--- src/capture_timer_pkg.sv ---
// Package with register map, field layout and mode codes of the capture timer
package capture_timer_pkg;

  // ----------------------------------------------------------------
  // Register indices (byte address is four times the index)
  // ----------------------------------------------------------------
  localparam logic [7:0] IDX_CONTROL_A        = 8'h00;
  localparam logic [7:0] IDX_CONTROL_B        = 8'h01;
  localparam logic [7:0] IDX_RESERVED_0       = 8'h02;
  localparam logic [7:0] IDX_RESERVED_1       = 8'h03;
  localparam logic [7:0] IDX_EVENT_CONTROL    = 8'h04;
  localparam logic [7:0] IDX_INTERRUPT_ENABLE = 8'h05;
  localparam logic [7:0] IDX_INTERRUPT_FLAG   = 8'h06;
  localparam logic [7:0] IDX_RUN_STATUS       = 8'h07;
  localparam logic [7:0] IDX_DEBUG_CONTROL    = 8'h08;
  localparam logic [7:0] IDX_BYTE_BUFFER      = 8'h09;
  localparam logic [7:0] IDX_COUNTER_VALUE    = 8'h0A;
  localparam logic [7:0] IDX_COMPARE_CAPTURE  = 8'h0C;

  // ----------------------------------------------------------------
  // Field positions
  // ----------------------------------------------------------------
  localparam int CA_ENABLE_BIT     = 0;
  localparam int CA_CLOCK_SOURCE_SELECT_LSB     = 1;
  localparam int CA_RESTART_BIT    = 4;
  localparam int CA_STANDBY_BIT    = 6;
  localparam int CB_MODE_LSB       = 0;
  localparam int CB_OUT_EN_BIT     = 4;
  localparam int CB_OUT_INIT_BIT   = 5;
  localparam int CB_ASYNCHRONOUS_TRIGGER_BIT      = 6;
  localparam int EV_INPUT_EN_BIT   = 0;
  localparam int EV_EDGE_BIT       = 4;
  localparam int EV_FILTER_BIT     = 6;
  localparam int FLAG_CAPTURE_BIT  = 0;
  localparam int STATUS_RUN_BIT    = 0;
  localparam int DBG_RUN_BIT       = 0;

  // Writable bit masks of the 8-bit control registers
  localparam logic [7:0] CONTROL_A_MASK = 8'h57;
  localparam logic [7:0] CONTROL_B_MASK = 8'h77;
  localparam logic [7:0] EVENT_CTL_MASK = 8'h51;
  localparam logic [7:0] BIT0_MASK      = 8'h01;

  // ----------------------------------------------------------------
  // Reset values
  // ----------------------------------------------------------------
  localparam logic [7:0]  RESET_BYTE = 8'h00;
  localparam logic [15:0] RESET_WORD = 16'h0000;

  // ----------------------------------------------------------------
  // Clock source and mode encodings
  // ----------------------------------------------------------------
  localparam logic [1:0] CLKSRC_DIV1      = 2'h0;
  localparam logic [1:0] CLKSRC_DIV2      = 2'h1;
  localparam logic [1:0] CLKSRC_COMPANION = 2'h2;

  typedef enum logic [2:0] {
    MODE_PERIODIC  = 3'b000,
    MODE_TIMEOUT   = 3'b001,
    MODE_CAPTURE   = 3'b010,
    MODE_FREQ      = 3'b011,
    MODE_PULSE     = 3'b100,
    MODE_FREQPULSE = 3'b101,
    MODE_SINGLE    = 3'b110,
    MODE_PWM8      = 3'b111
  } timer_mode_t;

  // Stages of the combined frequency and pulse-width sequence
  typedef enum logic [1:0] {
    FP_WAIT_RISE  = 2'b00,
    FP_WAIT_FALL  = 2'b01,
    FP_WAIT_RISE2 = 2'b10,
    FP_DONE       = 2'b11
  } fp_state_t;

  // Noise filter depth in samples
  localparam int FILTER_SAMPLES = 4;

endpackage : capture_timer_pkg

--- src/capture_timer.sv ---
// Capture timer core: APB registers, counter modes, events, interrupt and sleep
`timescale 1ns/1ps
module capture_timer (
  // Clock and reset
  input  wire logic        clk,
  input  wire logic        nrst,
  // APB slave
  input  wire logic        psel,
  input  wire logic        penable,
  input  wire logic        pwrite,
  input  wire logic [11:0] paddr,
  input  wire logic [31:0] pwdata,
  input  wire logic [3:0]  pstrb,
  output logic      [31:0] prdata,
  output logic             pready,
  output logic             pslverr,
  // Companion timer
  input  wire logic        companionTick,
  input  wire logic        companionRestart,
  // Event input and output
  input  wire logic        eventIn,
  output logic             captureEvent,
  // Power state
  input  wire logic        standbySleep,
  input  wire logic        powerDownSleep,
  input  wire logic        debugHalt,
  // Waveform and interrupt
  output logic             waveOut,
  output logic             irq
);

  // ----------------------------------------------------------------
  // Registers
  // ----------------------------------------------------------------
  // Local alias of the package enum, declared before its first use
  typedef capture_timer_pkg::fp_state_t seq_state_t;
  logic [7:0]  controlA_q, controlB_q, eventCtl_q, intEnable_q, dbgCtl_q, byteBuf_q;
  logic        flag_q;
  logic [15:0] count_q, count_d;
  logic [15:0] compare_q, compare_d;
  logic        running_q, running_d;
  logic        wave_q, wave_d;
  logic        div2_q;
  logic        fpSecond_q, fpSecond_d;
  seq_state_t  fpState_q, fpState_d;
  logic        trigPend_q;

  // ----------------------------------------------------------------
  // Bus decode
  // ----------------------------------------------------------------
  wire [7:0] regIdx   = paddr[9:2];
  wire       upperHit = |paddr[11:10];
  wire       access   = psel & penable & pready;
  wire       wrDone   = access & pwrite;
  wire       rdDone   = access & ~pwrite;
  wire       lane0    = pstrb[0];
  wire       lane1    = pstrb[1];

  function automatic logic hit(input logic [7:0] idx, input logic [7:0] want, input logic hi);
    hit = (idx == want) & ~hi;
  endfunction : hit

  wire selCa   = hit(regIdx, capture_timer_pkg::IDX_CONTROL_A, upperHit);
  wire selCb   = hit(regIdx, capture_timer_pkg::IDX_CONTROL_B, upperHit);
  wire selRes  = hit(regIdx, capture_timer_pkg::IDX_RESERVED_0, upperHit)
               | hit(regIdx, capture_timer_pkg::IDX_RESERVED_1, upperHit);
  wire selEv   = hit(regIdx, capture_timer_pkg::IDX_EVENT_CONTROL, upperHit);
  wire selIe   = hit(regIdx, capture_timer_pkg::IDX_INTERRUPT_ENABLE, upperHit);
  wire selIf   = hit(regIdx, capture_timer_pkg::IDX_INTERRUPT_FLAG, upperHit);
  wire selSt   = hit(regIdx, capture_timer_pkg::IDX_RUN_STATUS, upperHit);
  wire selDbg  = hit(regIdx, capture_timer_pkg::IDX_DEBUG_CONTROL, upperHit);
  wire selBuf  = hit(regIdx, capture_timer_pkg::IDX_BYTE_BUFFER, upperHit);
  wire selCnt  = hit(regIdx, capture_timer_pkg::IDX_COUNTER_VALUE, upperHit);
  wire selCmp  = hit(regIdx, capture_timer_pkg::IDX_COMPARE_CAPTURE, upperHit);
  wire mapped  = selCa | selCb | selRes | selEv | selIe | selIf | selSt
               | selDbg | selBuf | selCnt | selCmp;

  // ----------------------------------------------------------------
  // Control fields
  // ----------------------------------------------------------------
  wire         enable     = controlA_q[capture_timer_pkg::CA_ENABLE_BIT];
  wire [1:0]   clkSource  = controlA_q[capture_timer_pkg::CA_CLOCK_SOURCE_SELECT_LSB +: 2];
  wire         restartCo  = controlA_q[capture_timer_pkg::CA_RESTART_BIT];
  wire         runStandby = controlA_q[capture_timer_pkg::CA_STANDBY_BIT];
  wire [2:0]   modeBits   = controlB_q[capture_timer_pkg::CB_MODE_LSB +: 3];
  wire         outEnable  = controlB_q[capture_timer_pkg::CB_OUT_EN_BIT];
  wire         outInit    = controlB_q[capture_timer_pkg::CB_OUT_INIT_BIT];
  wire         asyncTrig  = controlB_q[capture_timer_pkg::CB_ASYNCHRONOUS_TRIGGER_BIT];
  wire         evEnable   = eventCtl_q[capture_timer_pkg::EV_INPUT_EN_BIT];
  wire         evEdge     = eventCtl_q[capture_timer_pkg::EV_EDGE_BIT];
  wire         evFilter   = eventCtl_q[capture_timer_pkg::EV_FILTER_BIT];
  wire         run_while_halted_debug     = dbgCtl_q[capture_timer_pkg::DBG_RUN_BIT];
  capture_timer_pkg::timer_mode_t mode;
  assign mode = capture_timer_pkg::timer_mode_t'(modeBits);

  // ----------------------------------------------------------------
  // Sleep gating
  // ----------------------------------------------------------------
  // Power-down wins over everything; standby halts unless allowed
  wire halted = powerDownSleep
              | (standbySleep & ~runStandby)
              | (debugHalt & ~run_while_halted_debug);
  wire active = enable & ~halted;

  // ----------------------------------------------------------------
  // Count tick selection
  // ----------------------------------------------------------------
  wire srcTick = (clkSource == capture_timer_pkg::CLKSRC_DIV1) ? 1'b1 :
                 (clkSource == capture_timer_pkg::CLKSRC_DIV2) ? div2_q :
                 companionTick;
  wire tick    = active & srcTick;
  wire coRestart = active & restartCo & companionRestart;

  // ----------------------------------------------------------------
  // Event input
  // ----------------------------------------------------------------
  logic riseEdge, fallEdge;

  event_edge_sync u_edge (
    .clk      (clk),
    .nrst     (nrst),
    .eventIn  (eventIn),
    .filterOn (evFilter),
    .riseEdge (riseEdge),
    .fallEdge (fallEdge)
  );

  // Primary edge follows the edge-select bit, secondary is the other one
  wire evLive  = active & evEnable;
  wire primEv  = evLive & (evEdge ? fallEdge : riseEdge);
  wire secEv   = evLive & (evEdge ? riseEdge : fallEdge);
  wire anyEv   = evLive & (riseEdge | fallEdge);
  // Single-shot: edge bit set means any edge starts the shot
  wire shotEv  = evEdge ? anyEv : (evLive & riseEdge);

  wire atTop    = (count_q == compare_q);
  wire atPwmTop = (count_q[7:0] == compare_q[7:0]);
  wire capMode  = (mode == capture_timer_pkg::MODE_CAPTURE) | (mode == capture_timer_pkg::MODE_FREQ)
                | (mode == capture_timer_pkg::MODE_PULSE) | (mode == capture_timer_pkg::MODE_FREQPULSE);

  // ----------------------------------------------------------------
  // Mode engine
  // ----------------------------------------------------------------
  logic setFlag;

  always_comb begin
    count_d    = count_q;
    compare_d  = compare_q;
    running_d  = running_q;
    wave_d     = wave_q;
    fpState_d  = fpState_q;
    fpSecond_d = fpSecond_q;
    setFlag    = 1'b0;
    if (!enable) begin
      running_d = 1'b0;
      wave_d    = (mode == capture_timer_pkg::MODE_SINGLE || mode == capture_timer_pkg::MODE_PWM8)
                  ? 1'b0 : outInit;
      fpState_d = capture_timer_pkg::FP_WAIT_RISE;
    end else if (active) begin
      case (mode)
        capture_timer_pkg::MODE_PERIODIC: begin
          running_d = 1'b1;
          if (tick) begin
            count_d = atTop ? capture_timer_pkg::RESET_WORD : count_q + 16'h0001;
            setFlag = atTop;
          end
        end
        capture_timer_pkg::MODE_TIMEOUT: begin
          if (primEv) begin
            running_d = 1'b1;
            count_d   = capture_timer_pkg::RESET_WORD;
          end else if (secEv) begin
            running_d = 1'b0;
          end else if (tick && running_q) begin
            count_d = count_q + 16'h0001;
            setFlag = atTop;
          end
        end
        capture_timer_pkg::MODE_CAPTURE: begin
          running_d = 1'b1;
          if (primEv) begin
            compare_d = count_q;
            setFlag   = 1'b1;
          end
          if (tick) count_d = count_q + 16'h0001;
        end
        capture_timer_pkg::MODE_FREQ: begin
          running_d = 1'b1;
          if (primEv) begin
            compare_d = count_q;
            count_d   = capture_timer_pkg::RESET_WORD;
            setFlag   = 1'b1;
          end else if (tick) begin
            count_d = count_q + 16'h0001;
          end
        end
        capture_timer_pkg::MODE_PULSE: begin
          running_d = 1'b1;
          if (primEv) begin
            count_d = capture_timer_pkg::RESET_WORD;
          end else if (secEv) begin
            compare_d = count_q;
            setFlag   = 1'b1;
          end else if (tick) begin
            count_d = count_q + 16'h0001;
          end
        end
        capture_timer_pkg::MODE_FREQPULSE: begin
          case (fpState_q)
            capture_timer_pkg::FP_WAIT_RISE: begin
              if (primEv) begin
                count_d   = capture_timer_pkg::RESET_WORD;
                running_d = 1'b1;
                fpState_d = capture_timer_pkg::FP_WAIT_FALL;
              end
            end
            capture_timer_pkg::FP_WAIT_FALL: begin
              if (secEv) begin
                compare_d = count_q;
                fpState_d = capture_timer_pkg::FP_WAIT_RISE2;
              end
            end
            capture_timer_pkg::FP_WAIT_RISE2: begin
              if (primEv) begin
                running_d = 1'b0;
                setFlag   = 1'b1;
                fpState_d = capture_timer_pkg::FP_DONE;
              end
            end
            default: begin
              if (!flag_q) fpState_d = capture_timer_pkg::FP_WAIT_RISE;
            end
          endcase
          if (tick && running_d && fpState_q != capture_timer_pkg::FP_WAIT_RISE2)
            count_d = count_q + 16'h0001;
          else if (tick && running_q && fpState_q == capture_timer_pkg::FP_WAIT_RISE2 && !primEv)
            count_d = count_q + 16'h0001;
        end
        capture_timer_pkg::MODE_SINGLE: begin
          // Asynchronous_trigger: output rises with the trigger, sync: one cycle after the trigger
          if (!running_q && (shotEv || trigPend_q) && !fpSecond_q) begin
            count_d   = capture_timer_pkg::RESET_WORD;
            running_d = 1'b1;
            wave_d    = 1'b1;
          end else if (running_q && tick) begin
            if (atTop) begin
              running_d  = 1'b0;
              wave_d     = 1'b0;
              setFlag    = 1'b1;
              fpSecond_d = 1'b1;
            end else begin
              count_d = count_q + 16'h0001;
            end
          end else if (fpSecond_q && tick) begin
            // Output stays low for at least one count tick; events ignored
            fpSecond_d = 1'b0;
          end
        end
        default: begin
          running_d = 1'b1;
          if (tick) begin
            count_d = atPwmTop ? capture_timer_pkg::RESET_WORD : count_q + 16'h0001;
            setFlag = atPwmTop;
            wave_d  = atPwmTop ? 1'b1 : ((count_q[7:0] + 8'h01) == compare_q[15:8]) ? 1'b0 : wave_q;
          end
        end
      endcase
      if (coRestart) count_d = capture_timer_pkg::RESET_WORD;
    end
    if (wrDone && selCnt) begin
      if (lane0) count_d[7:0]  = pwdata[7:0];
      if (lane1) count_d[15:8] = pwdata[15:8];
    end
    if (wrDone && selCmp) begin
      if (lane0) compare_d[7:0]  = pwdata[7:0];
      if (lane1) compare_d[15:8] = pwdata[15:8];
    end
  end

  // Sync single-shot start lags the trigger by one more cycle
  wire trigPend_d = (mode == capture_timer_pkg::MODE_SINGLE) & ~asyncTrig & shotEv
                  & ~running_q & ~fpSecond_q;
  wire syncStart  = ~asyncTrig & trigPend_q;
  wire asyncStart = asyncTrig & shotEv;
  wire shotGo     = (mode != capture_timer_pkg::MODE_SINGLE) | syncStart | asyncStart | running_q;

  // ----------------------------------------------------------------
  // Interrupt flag: set wins over every clear
  // ----------------------------------------------------------------
  wire cmpLowRead = rdDone & selCmp & capMode;
  wire flagClear  = (rdDone & selIf)
                  | (wrDone & selIf & lane0 & pwdata[capture_timer_pkg::FLAG_CAPTURE_BIT])
                  | cmpLowRead;
  wire flagSet    = setFlag & shotGo;
  wire flag_d     = flagSet | (flag_q & ~flagClear);

  // ----------------------------------------------------------------
  // Read data
  // ----------------------------------------------------------------
  wire [15:0] rdWord =
      selCa  ? {8'h00, controlA_q} :
      selCb  ? {8'h00, controlB_q} :
      selEv  ? {8'h00, eventCtl_q} :
      selIe  ? {8'h00, intEnable_q} :
      selIf  ? {15'h0000, flag_q} :
      selSt  ? {15'h0000, running_q} :
      selDbg ? {8'h00, dbgCtl_q} :
      selBuf ? {8'h00, byteBuf_q} :
      selCnt ? count_q :
      selCmp ? compare_q : 16'h0000;

  // ----------------------------------------------------------------
  // Flip-flops
  // ----------------------------------------------------------------
  always_ff @(posedge clk or negedge nrst) begin
    if (!nrst) begin
      controlA_q  <= capture_timer_pkg::RESET_BYTE;
      controlB_q  <= capture_timer_pkg::RESET_BYTE;
      eventCtl_q  <= capture_timer_pkg::RESET_BYTE;
      intEnable_q <= capture_timer_pkg::RESET_BYTE;
      dbgCtl_q    <= capture_timer_pkg::RESET_BYTE;
      byteBuf_q   <= capture_timer_pkg::RESET_BYTE;
    end else if (wrDone && lane0) begin
      // Reserved indices match none of these selects
      if (selCa)  controlA_q  <= pwdata[7:0] & capture_timer_pkg::CONTROL_A_MASK;
      if (selCb)  controlB_q  <= pwdata[7:0] & capture_timer_pkg::CONTROL_B_MASK;
      if (selEv)  eventCtl_q  <= pwdata[7:0] & capture_timer_pkg::EVENT_CTL_MASK;
      if (selIe)  intEnable_q <= pwdata[7:0] & capture_timer_pkg::BIT0_MASK;
      if (selDbg) dbgCtl_q    <= pwdata[7:0] & capture_timer_pkg::BIT0_MASK;
      if (selBuf) byteBuf_q   <= pwdata[7:0];
    end
  end

  always_ff @(posedge clk or negedge nrst) begin
    if (!nrst) begin
      count_q    <= capture_timer_pkg::RESET_WORD;
      compare_q  <= capture_timer_pkg::RESET_WORD;
      running_q  <= 1'b0;
      wave_q     <= 1'b0;
      div2_q     <= 1'b0;
      fpState_q  <= capture_timer_pkg::FP_WAIT_RISE;
      fpSecond_q <= 1'b0;
      trigPend_q <= 1'b0;
      flag_q     <= 1'b0;
    end else begin
      count_q    <= count_d;
      compare_q  <= compare_d;
      running_q  <= shotGo ? running_d : running_q;
      wave_q     <= shotGo ? wave_d : wave_q;
      div2_q     <= active & ~div2_q;
      fpState_q  <= fpState_d;
      fpSecond_q <= fpSecond_d;
      trigPend_q <= trigPend_d;
      flag_q     <= flag_d;
    end
  end

  // APB answer: one wait state, then pready for one cycle
  always_ff @(posedge clk or negedge nrst) begin
    if (!nrst) begin
      pready  <= 1'b0;
      prdata  <= 32'h0000_0000;
      pslverr <= 1'b0;
    end else begin
      pready  <= psel & penable & ~pready;
      prdata  <= (psel & penable & ~pready & ~pwrite) ? {16'h0000, rdWord} : 32'h0000_0000;
      pslverr <= psel & penable & ~pready & ~mapped;
    end
  end

  // Event, interrupt and waveform outputs
  always_ff @(posedge clk or negedge nrst) begin
    if (!nrst) begin
      captureEvent <= 1'b0;
      irq          <= 1'b0;
      waveOut      <= 1'b0;
    end else begin
      captureEvent <= flagSet;
      irq          <= flag_d & intEnable_q[capture_timer_pkg::FLAG_CAPTURE_BIT];
      waveOut      <= outEnable & (shotGo ? wave_d : wave_q);
    end
  end

endmodule : capture_timer

--- src/event_edge_sync.sv ---
// Event input synchroniser with optional noise filter and edge detector
`timescale 1ns/1ps
module event_edge_sync #(
  parameter int SAMPLES = capture_timer_pkg::FILTER_SAMPLES
) (
  // Clock and reset
  input  wire logic clk,
  input  wire logic nrst,
  // Event input and filter option
  input  wire logic eventIn,
  input  wire logic filterOn,
  // Detected edges, one cycle each
  output logic      riseEdge,
  output logic      fallEdge
);

  logic [2:0]         syncQ;
  logic [SAMPLES-1:0] histQ;
  logic               levelQ;
  logic               agreed;
  logic               stable;
  logic               newLevel;

  // ----------------------------------------------------------------
  // Three-flop synchroniser; only stages two and three are compared
  // ----------------------------------------------------------------
  assign agreed   = (syncQ[1] == syncQ[2]);
  assign stable   = (&histQ) | (~|histQ);
  assign newLevel = filterOn ? (stable ? histQ[0] : levelQ) : (agreed ? syncQ[2] : levelQ);

  always_ff @(posedge clk or negedge nrst) begin
    if (!nrst) begin
      syncQ    <= 3'h0;
      histQ    <= '0;
      levelQ   <= 1'b0;
      riseEdge <= 1'b0;
      fallEdge <= 1'b0;
    end else begin
      syncQ    <= {syncQ[1:0], eventIn};
      histQ    <= agreed ? {histQ[SAMPLES-2:0], syncQ[2]} : histQ;
      levelQ   <= newLevel;
      riseEdge <= newLevel & ~levelQ;
      fallEdge <= ~newLevel & levelQ;
    end
  end

endmodule : event_edge_sync

--- config.mk ---
export PLATFORM = sky130hd
export DESIGN_NAME = capture_timer
export DESIGN_NICKNAME = d
export VERILOG_FILES = /design/src/capture_timer_pkg.sv /design/src/capture_timer.sv /design/src/event_edge_sync.sv
export SDC_FILE = /design/constraint.sdc
export NUM_CORES = 1
export LEC_CHECK = 0
export ABC_AREA = 1
export BUFFER_PORTS_ARGS = -buffer_cell sky130_fd_sc_hd__clkbuf_2
export CAP_MARGIN = 20
export CORE_MARGIN = 2
export CORE_UTILIZATION = 50
export CTS_CLUSTER_SIZE = 10
export DETAILED_ROUTE_END_ITERATION = 16
export GPL_TIMING_DRIVEN = 0
export HOLD_SLACK_MARGIN = 0.08
export PLACE_DENSITY = 0.7
export RECOVER_POWER = 50
export SETUP_SLACK_MARGIN = 0.15
export SLEW_MARGIN = 20
export SYNTH_ARGS = -nofsm -noshare
export SYNTH_HDL_FRONTEND = slang
export SYNTH_SLANG_ARGS = --single-unit
export TNS_END_PERCENT = 1
--- constraint.sdc ---
create_clock -name clk -period 4.3 [get_ports clk]
set_clock_uncertainty 0.2 [all_clocks]
set_input_delay 0.215 -clock clk [delete_from_list [all_inputs] [get_ports clk]]
set_output_delay 0.215 -clock clk [all_outputs]
set_load 0.02 [all_outputs]
==> results.cfg, run 1 <==
[run_status]
status = finished, violations left
violations = capacitance limit, slew limit

[detailed_routing]
route.vias.total = 9633
wire_per_inst_um = 20.41
wl_um = 33490
drc_errors = 0
vias_per_cell = 5.870
drt_pre_antenna_iters = 8
ant_nets = 0
drt_iter0_markers = 1088

[place]
portBuffers = 59
hpwlAfterDp_um = 24790
routabilityCongestion = 1.031
dpl-instance-area_um2 = 8741

[power_and_ir_drop]
internal-power_mw = 1.492
power_leakage_nw = 4.799
switching_power_mw = 0.6663
powerDensity_nw_per_um2 = 232.1
power_frac_comb_pct = 15.5
swShare_pct = 30.87
p_seq_share_pct = 43.2
vdd_drop_max_v = 0.0001893
power.share.clock_pct = 41.3

[worst_setup_path]
path_buf_inv = 4
crit_path_cell_trace = dlygate4sd3_1 > clkbuf_2 > nand2_2 > nand3_2 > nor2_4 > clkbuf_1 > nand3_1 > nand2_1 > clkbuf_1 > nor2_1 > nand2_1 > a21oi_1
critPathKind = in -> reg
crit_family = buffers and inverters
cpMaxStageDelayCell = clkbuf_1
cp-start-kind = input port
endpoint_kind = flip-flop
critPathMaxFanout = 10
r2r_end = count_q[12]
r2r_cells = 11
crit_required_ns = 4.35
slowest_delay_ns = 0.68
r2r_start = dbgCtl_q[0]
r2r_slack_ns = 1.00
worstPathArrival_ns = 3.42

[global_routing]
grtUsageMet1_pct = 50.75
use_met2_pct = 57.51
overflow = 0
grt_max_degree = 50
grt_pass1_vias = 9014
grt_pass1_wl_um = 50870
antenna_found_initial = 0
grt.busiest_layer = met2
gr-usage-all-layers_pct = 38.56
met3_usage_pct = 8.372

[floorplan]
die_area_um2 = 17200
num_rows = 46
num_io_pins = 96
die_x_um = 131.1
core_area_um2 = 15830
start_util_pct = 51.07
die_height_um = 131.1

[sta]
fin_crit_ns = 3.365
tightest_slew_ns = 2.629
finalSetupViolCount = 0
finalCritPeriodShare_pct = 78.26
finalMaxSlewViolations = 47
rsz0062_at_grt = false
tns_ns = 0
final_hold_viol_count = 0
fmax_mhz = 297.2
maxSlewHeadroom_pct = -75.29

[layout]
nets = 1484
num-fill-cells = 1598
fin_area_um2 = 9300
final_common_cell = nand2_1
drive_above_1_share_pct = 13.12
layout_common_cells = nand2_1, nand3_1, o21ai_0, inv_1, nor2_1
num_antenna_cells = 0
area_delta_synth_final_pct = 15.06

[clocking]
cts_max_level = 3
cts_buffers = 9
clock_sinks = 95
ctsRootBufferMaster = clkbuf_16
worstSkewPairLatency_ns = 0.37
clockBufferDepth = 2
cts_resized = 0
cts_tree = built
ctsHoldBuffers = 25
clk_pin_slew_ns = 0.07
cts_setup_buffers = 0

[hold_path]
hold_class = in -> reg
worstHoldStart = paddr[2]
min_to = pslverr
whs_path_depth = 4

[synthesis]
yosys_warnings = 0
synth-seq-cells = 95
synth_top_area_share_pct = 29.41
synth-edff-count = 0
synth_cell_types = 49
ys_seq_area_share_pct = 29.41
yosysTopAreaCell = dfrtp_1
post_synth_inst_count = 1309
netlist_area_um2 = 8083
async_flop_share_pct = 100.0
ys.flop_type = dfrtp_1
avgSynthCellArea_um2 = 6.175
synthTopCellsByArea = dfrtp_1, nand2_1, nand3_1

[flow_run]
maxCapViolCount = 1
-- registers in the layout (all words and copies together), names as in the netlist, 2 cells and up --
signal	count
u_edge.syncQ	3
u_edge.histQ	4
controlA_q	5
eventCtl_q	3
byteBuf_q	8
controlB_q	6
compare_q	16
count_q	16
prdata	16
fpState_q	2
-- power by group through the flow --
stage / clock, mW / sequential, mW / combinational, mW
final: 0.890 / 0.932 / 0.336
after global routing: 0.931 / 0.935 / 0.369
after CTS: 0.896 / 0.932 / 0.327
after detailed placement: 0 / 0.949 / 0.309
after global placement: 0 / 0.948 / 0.304
after floorplan: 0 / 0.944 / 0.198
-- area by class of cell --
type | count | area, um2 | share of cell area, %
plain buffers | 77 | 406.6 | 4.372
clock buffers | 9 | 225.2 | 2.422
clock inverters | 7 | 100.1 | 1.076
inverters | 130 | 488.0 | 5.247
multi-input cells | 1022 | 4867 | 52.33
flip-flops and latches | 95 | 2377 | 25.56
well taps | 216 | 270.3 | 2.906
repair buffers | 85 | 565.5 | 6.081
-- cells in the mapped netlist (all sizes together), types with 3 or more instances --
library cell,count
o21bai,3
nand2,431
o22ai,4
clkbuf,23
mux2,11
or2,5
dfrtp,95
a21boi,3
nor2,112
a211oi,7
a21oi,64
inv,128
o211ai,17
nand4,18
xor2,8
o21ai,135
o221ai,4
buf,54
nor3,11
nor4,3
nand3,156
ha,5
-- logic make-up after synthesis --
| group | Yosys count | synth area share, % |
|---|---|---|
| mux | 11 | 1.533 |
| xor+xnor | 8 | 0.9598 |
| fa+ha+maj | 5 | 0.7740 |
| compound gates | 242 | 16.38 |
| other cells | 1 | 0.04640 |
| buf+inv | 207 | 11.07 |
| simple gates | 740 | 39.83 |
| flops | 95 | 29.41 |
-- worst max-delay path by stage --
| stage | start | endpoint | slack [ns] | cells past startpoint |
|---|---|---|---|---|
| after global placement | dbgCtl_q[0] | count_q[12] | 1.13 | 11 |
| after CTS | standbySleep | count_q[12] | 1.07 | 12 |
| final | standbySleep | count_q[12] | 0.93 | 12 |
| after detailed placement | dbgCtl_q[0] | count_q[12] | 1.15 | 11 |
| after global routing | nrst | running_q | 0.85 | 2 |
| after floorplan | count_q[8] | count_q[0] | 1.99 | 18 |
-- worst reg2reg max path, stage by stage, from the launching register on --
cell	delay (ns)
dfrtp_1	0.34
inv_2	0.07
nand2_2	0.08
nand3_2	0.13
nor2_4	0.17
clkbuf_1	0.61
nand3_1	0.21
nand2_1	0.34
clkbuf_1	0.68
nor2_1	0.12
nand2_1	0.17
a21oi_1	0.08
-- metal layers --
layer	up-vias	routed length (um)
met5	-	0
met4	0	2137
met3	127	3754
met2	633	14350
met1	4392	13250
li1	4481	-
-- per-stage QoR --
step / worst slack, ns / utilization, % / hold WS [ns] / instances / power [mW]
final: 0.9349 / 58.76 / 0.1340 / 1641 / 2.159
after global routing: 0.8516 / 58.76 / 0.1374 / 1641 / 2.235
after CTS: 1.066 / 58.86 / 0.1148 / 1641 / 2.154
after detailed placement: 1.147 / 55.23 / -0.01631 / 1600 / 1.259
after global placement: 1.132 / 55.00 / 0.1256 / 1599 / 1.252
after floorplan: 1.987 / - / -0.2806 / 1324 / 1.142
No activity file was read; power rests on OpenSTA's default activity.
==> inputs of run 2 (changes only) <==
Clock period 4.3 ns to 3.1 ns, I/O delays scaled along.
==> run 2 against run 1 <==
Effect of this change: the run still ends with capacitance limit, slew limit left; register-to-register slack got worse by 0.88 ns; hold slack got worse by 0.032 ns; combinational power rose by 43%; critical path depth fell by 1; worst setup slack got worse by 0.82 ns; global-route usage rose by 0.12 points; non-clock buffer count rose by 9; sequential power rose by 38%; routed wire length rose by 0.89%; critical path type is now reg -> reg.
==> results.cfg, run 2 (synthesized netlist as in run 1, its figures left out) <==
[detailed_routing]
wire_per_inst_um = 20.48
route.vias.total = 9716
wl_um = 33790
drc_errors = 0
drt_pre_antenna_iters = 5
ant_nets = 0
drt_iter0_markers = 1085
vias_per_cell = 5.888

[worst_setup_path]
worstPathArrival_ns = 3.03
critPathKind = reg -> reg
crit_required_ns = 3.15
critPathMaxFanout = 8
endpoint_kind = flip-flop
cp-start-kind = flip-flop

[global_routing]
grt_max_degree = 50
gr-usage-all-layers_pct = 38.68
antenna_found_initial = 0
grt_pass1_wl_um = 51030
overflow = 0
grt_pass1_vias = 9045

[floorplan]
die_x_um = 131.1
die_area_um2 = 17200
die_height_um = 131.1
num_rows = 46
start_util_pct = 51.07
num_io_pins = 96
core_area_um2 = 15830

[clocking]
cts_max_level = 3
clk_pin_slew_ns = 0.08
clockBufferDepth = 2
cts_buffers = 9
worstSkewPairLatency_ns = 0.37
clock_sinks = 95
ctsRootBufferMaster = clkbuf_16
cts_tree = built

[sta]
rsz0062_at_grt = true
fin_crit_ns = 2.982
finalCritPeriodShare_pct = 96.19
fmax_mhz = 335.4
maxSlewHeadroom_pct = -43.56
finalMaxSlewViolations = 47
tns_ns = 0
final_hold_viol_count = 0
tightest_slew_ns = 2.150
finalSetupViolCount = 0

[hold_path]
hold_class = in -> reg

[run_status]
status = finished, violations left
violations = capacitance limit, slew limit

[place]
routabilityCongestion = 1.031
hpwlAfterDp_um = 24790
portBuffers = 59

[power_and_ir_drop]
power_leakage_nw = 4.860
vdd_drop_max_v = 0.0002615
powerDensity_nw_per_um2 = 319.1

[layout]
num_antenna_cells = 0
top_regs = compare_q: 16 flops, count_q: 16 flops, prdata: 16 flops
layout_common_cells = nand2_1, nand3_1, o21ai_0, inv_1, nor2_1
drive_above_1_share_pct = 14.37
final_common_cell = nand2_1
nets = 1493
finish.utilization_pct = 59.64
area_delta_synth_final_pct = 16.78

[flow_run]
maxCapViolCount = 1
[run 2: layout make-up]
type | count | area, um2
repair buffers | 94 | 645.6
clock inverters | 7 | 100.1
plain buffers | 77 | 425.4
clock buffers | 9 | 225.2
well taps | 216 | 270.3
inverters | 130 | 499.2
fillers | 1592 | 6389
flip-flops and latches | 95 | 2380
multi-input cells | 1022 | 4893
[run 2: per-stage QoR]
step           instances  instance area (um2)  hold WS [ns]  setup slack [ns]  total power, mW
6_report            1650                 9439        0.1017            0.1182            3.012
5_1_grt             1650                 9439        0.1499           0.05327            3.115
2_1_floorplan       1324                 8139       -0.3406            0.7865            1.584
3_3_place_gp        1599                 8705       0.06556          -0.06850            1.737
3_5_place_dp        1600                 8741      -0.07631          -0.05272            1.746
4_1_cts             1643                 9340       0.09302           0.04544            2.991
[run 2: per-layer routing]
layer,wire length [um],GRT usage (%)
met5,0,0
met4,2224,24.46
met3,3819,8.410
met2,14460,57.98
met1,13290,50.75
[run 2: power breakdown]
part	total, mW	internal [mW]	leakage (nW)	switching [mW]
combinational	0.482	0.160	3.51	0.321
clock	1.24	0.653	0.158	0.583
sequential	1.29	1.27	1.20	0.0271
[run 2: worst max-delay path, cell delays in order (launching register included)]
cell,delay (ns)
dfrtp_1,0.56
nor2_1,0.11
a21oi_1,0.25
nand3_2,0.18
nand2_1,0.44
inv_1,0.36
nand3_1,0.18
nand3_1,0.09
nor2_1,0.15
nand3_1,0.09
nand2_1,0.15
a21oi_1,0.08
[run 2: final timing paths]
kind                                 start               to  slack [ns]  cells after the start
setup / recovery             eventCtl_q[4]       count_q[7]        0.12                     11
hold / removal                    paddr[8]          pslverr        0.10                      5
setup reg to reg             eventCtl_q[4]       count_q[7]        0.12                     11
hold reg to reg            u_edge.syncQ[0]  u_edge.syncQ[1]        0.16                      0
max in group asynchronous             nrst       count_q[1]        0.53                      2
min in group asynchronous             nrst        prdata[4]        0.77                      2
[run 2: repair_timing]
item,4_1_cts,5_1_grt
setup buffers,0,7
hold endpoints to repair,153,0
endpoints found under the setup margin,14,18
hold buffers,27,0
resized for setup,3,23
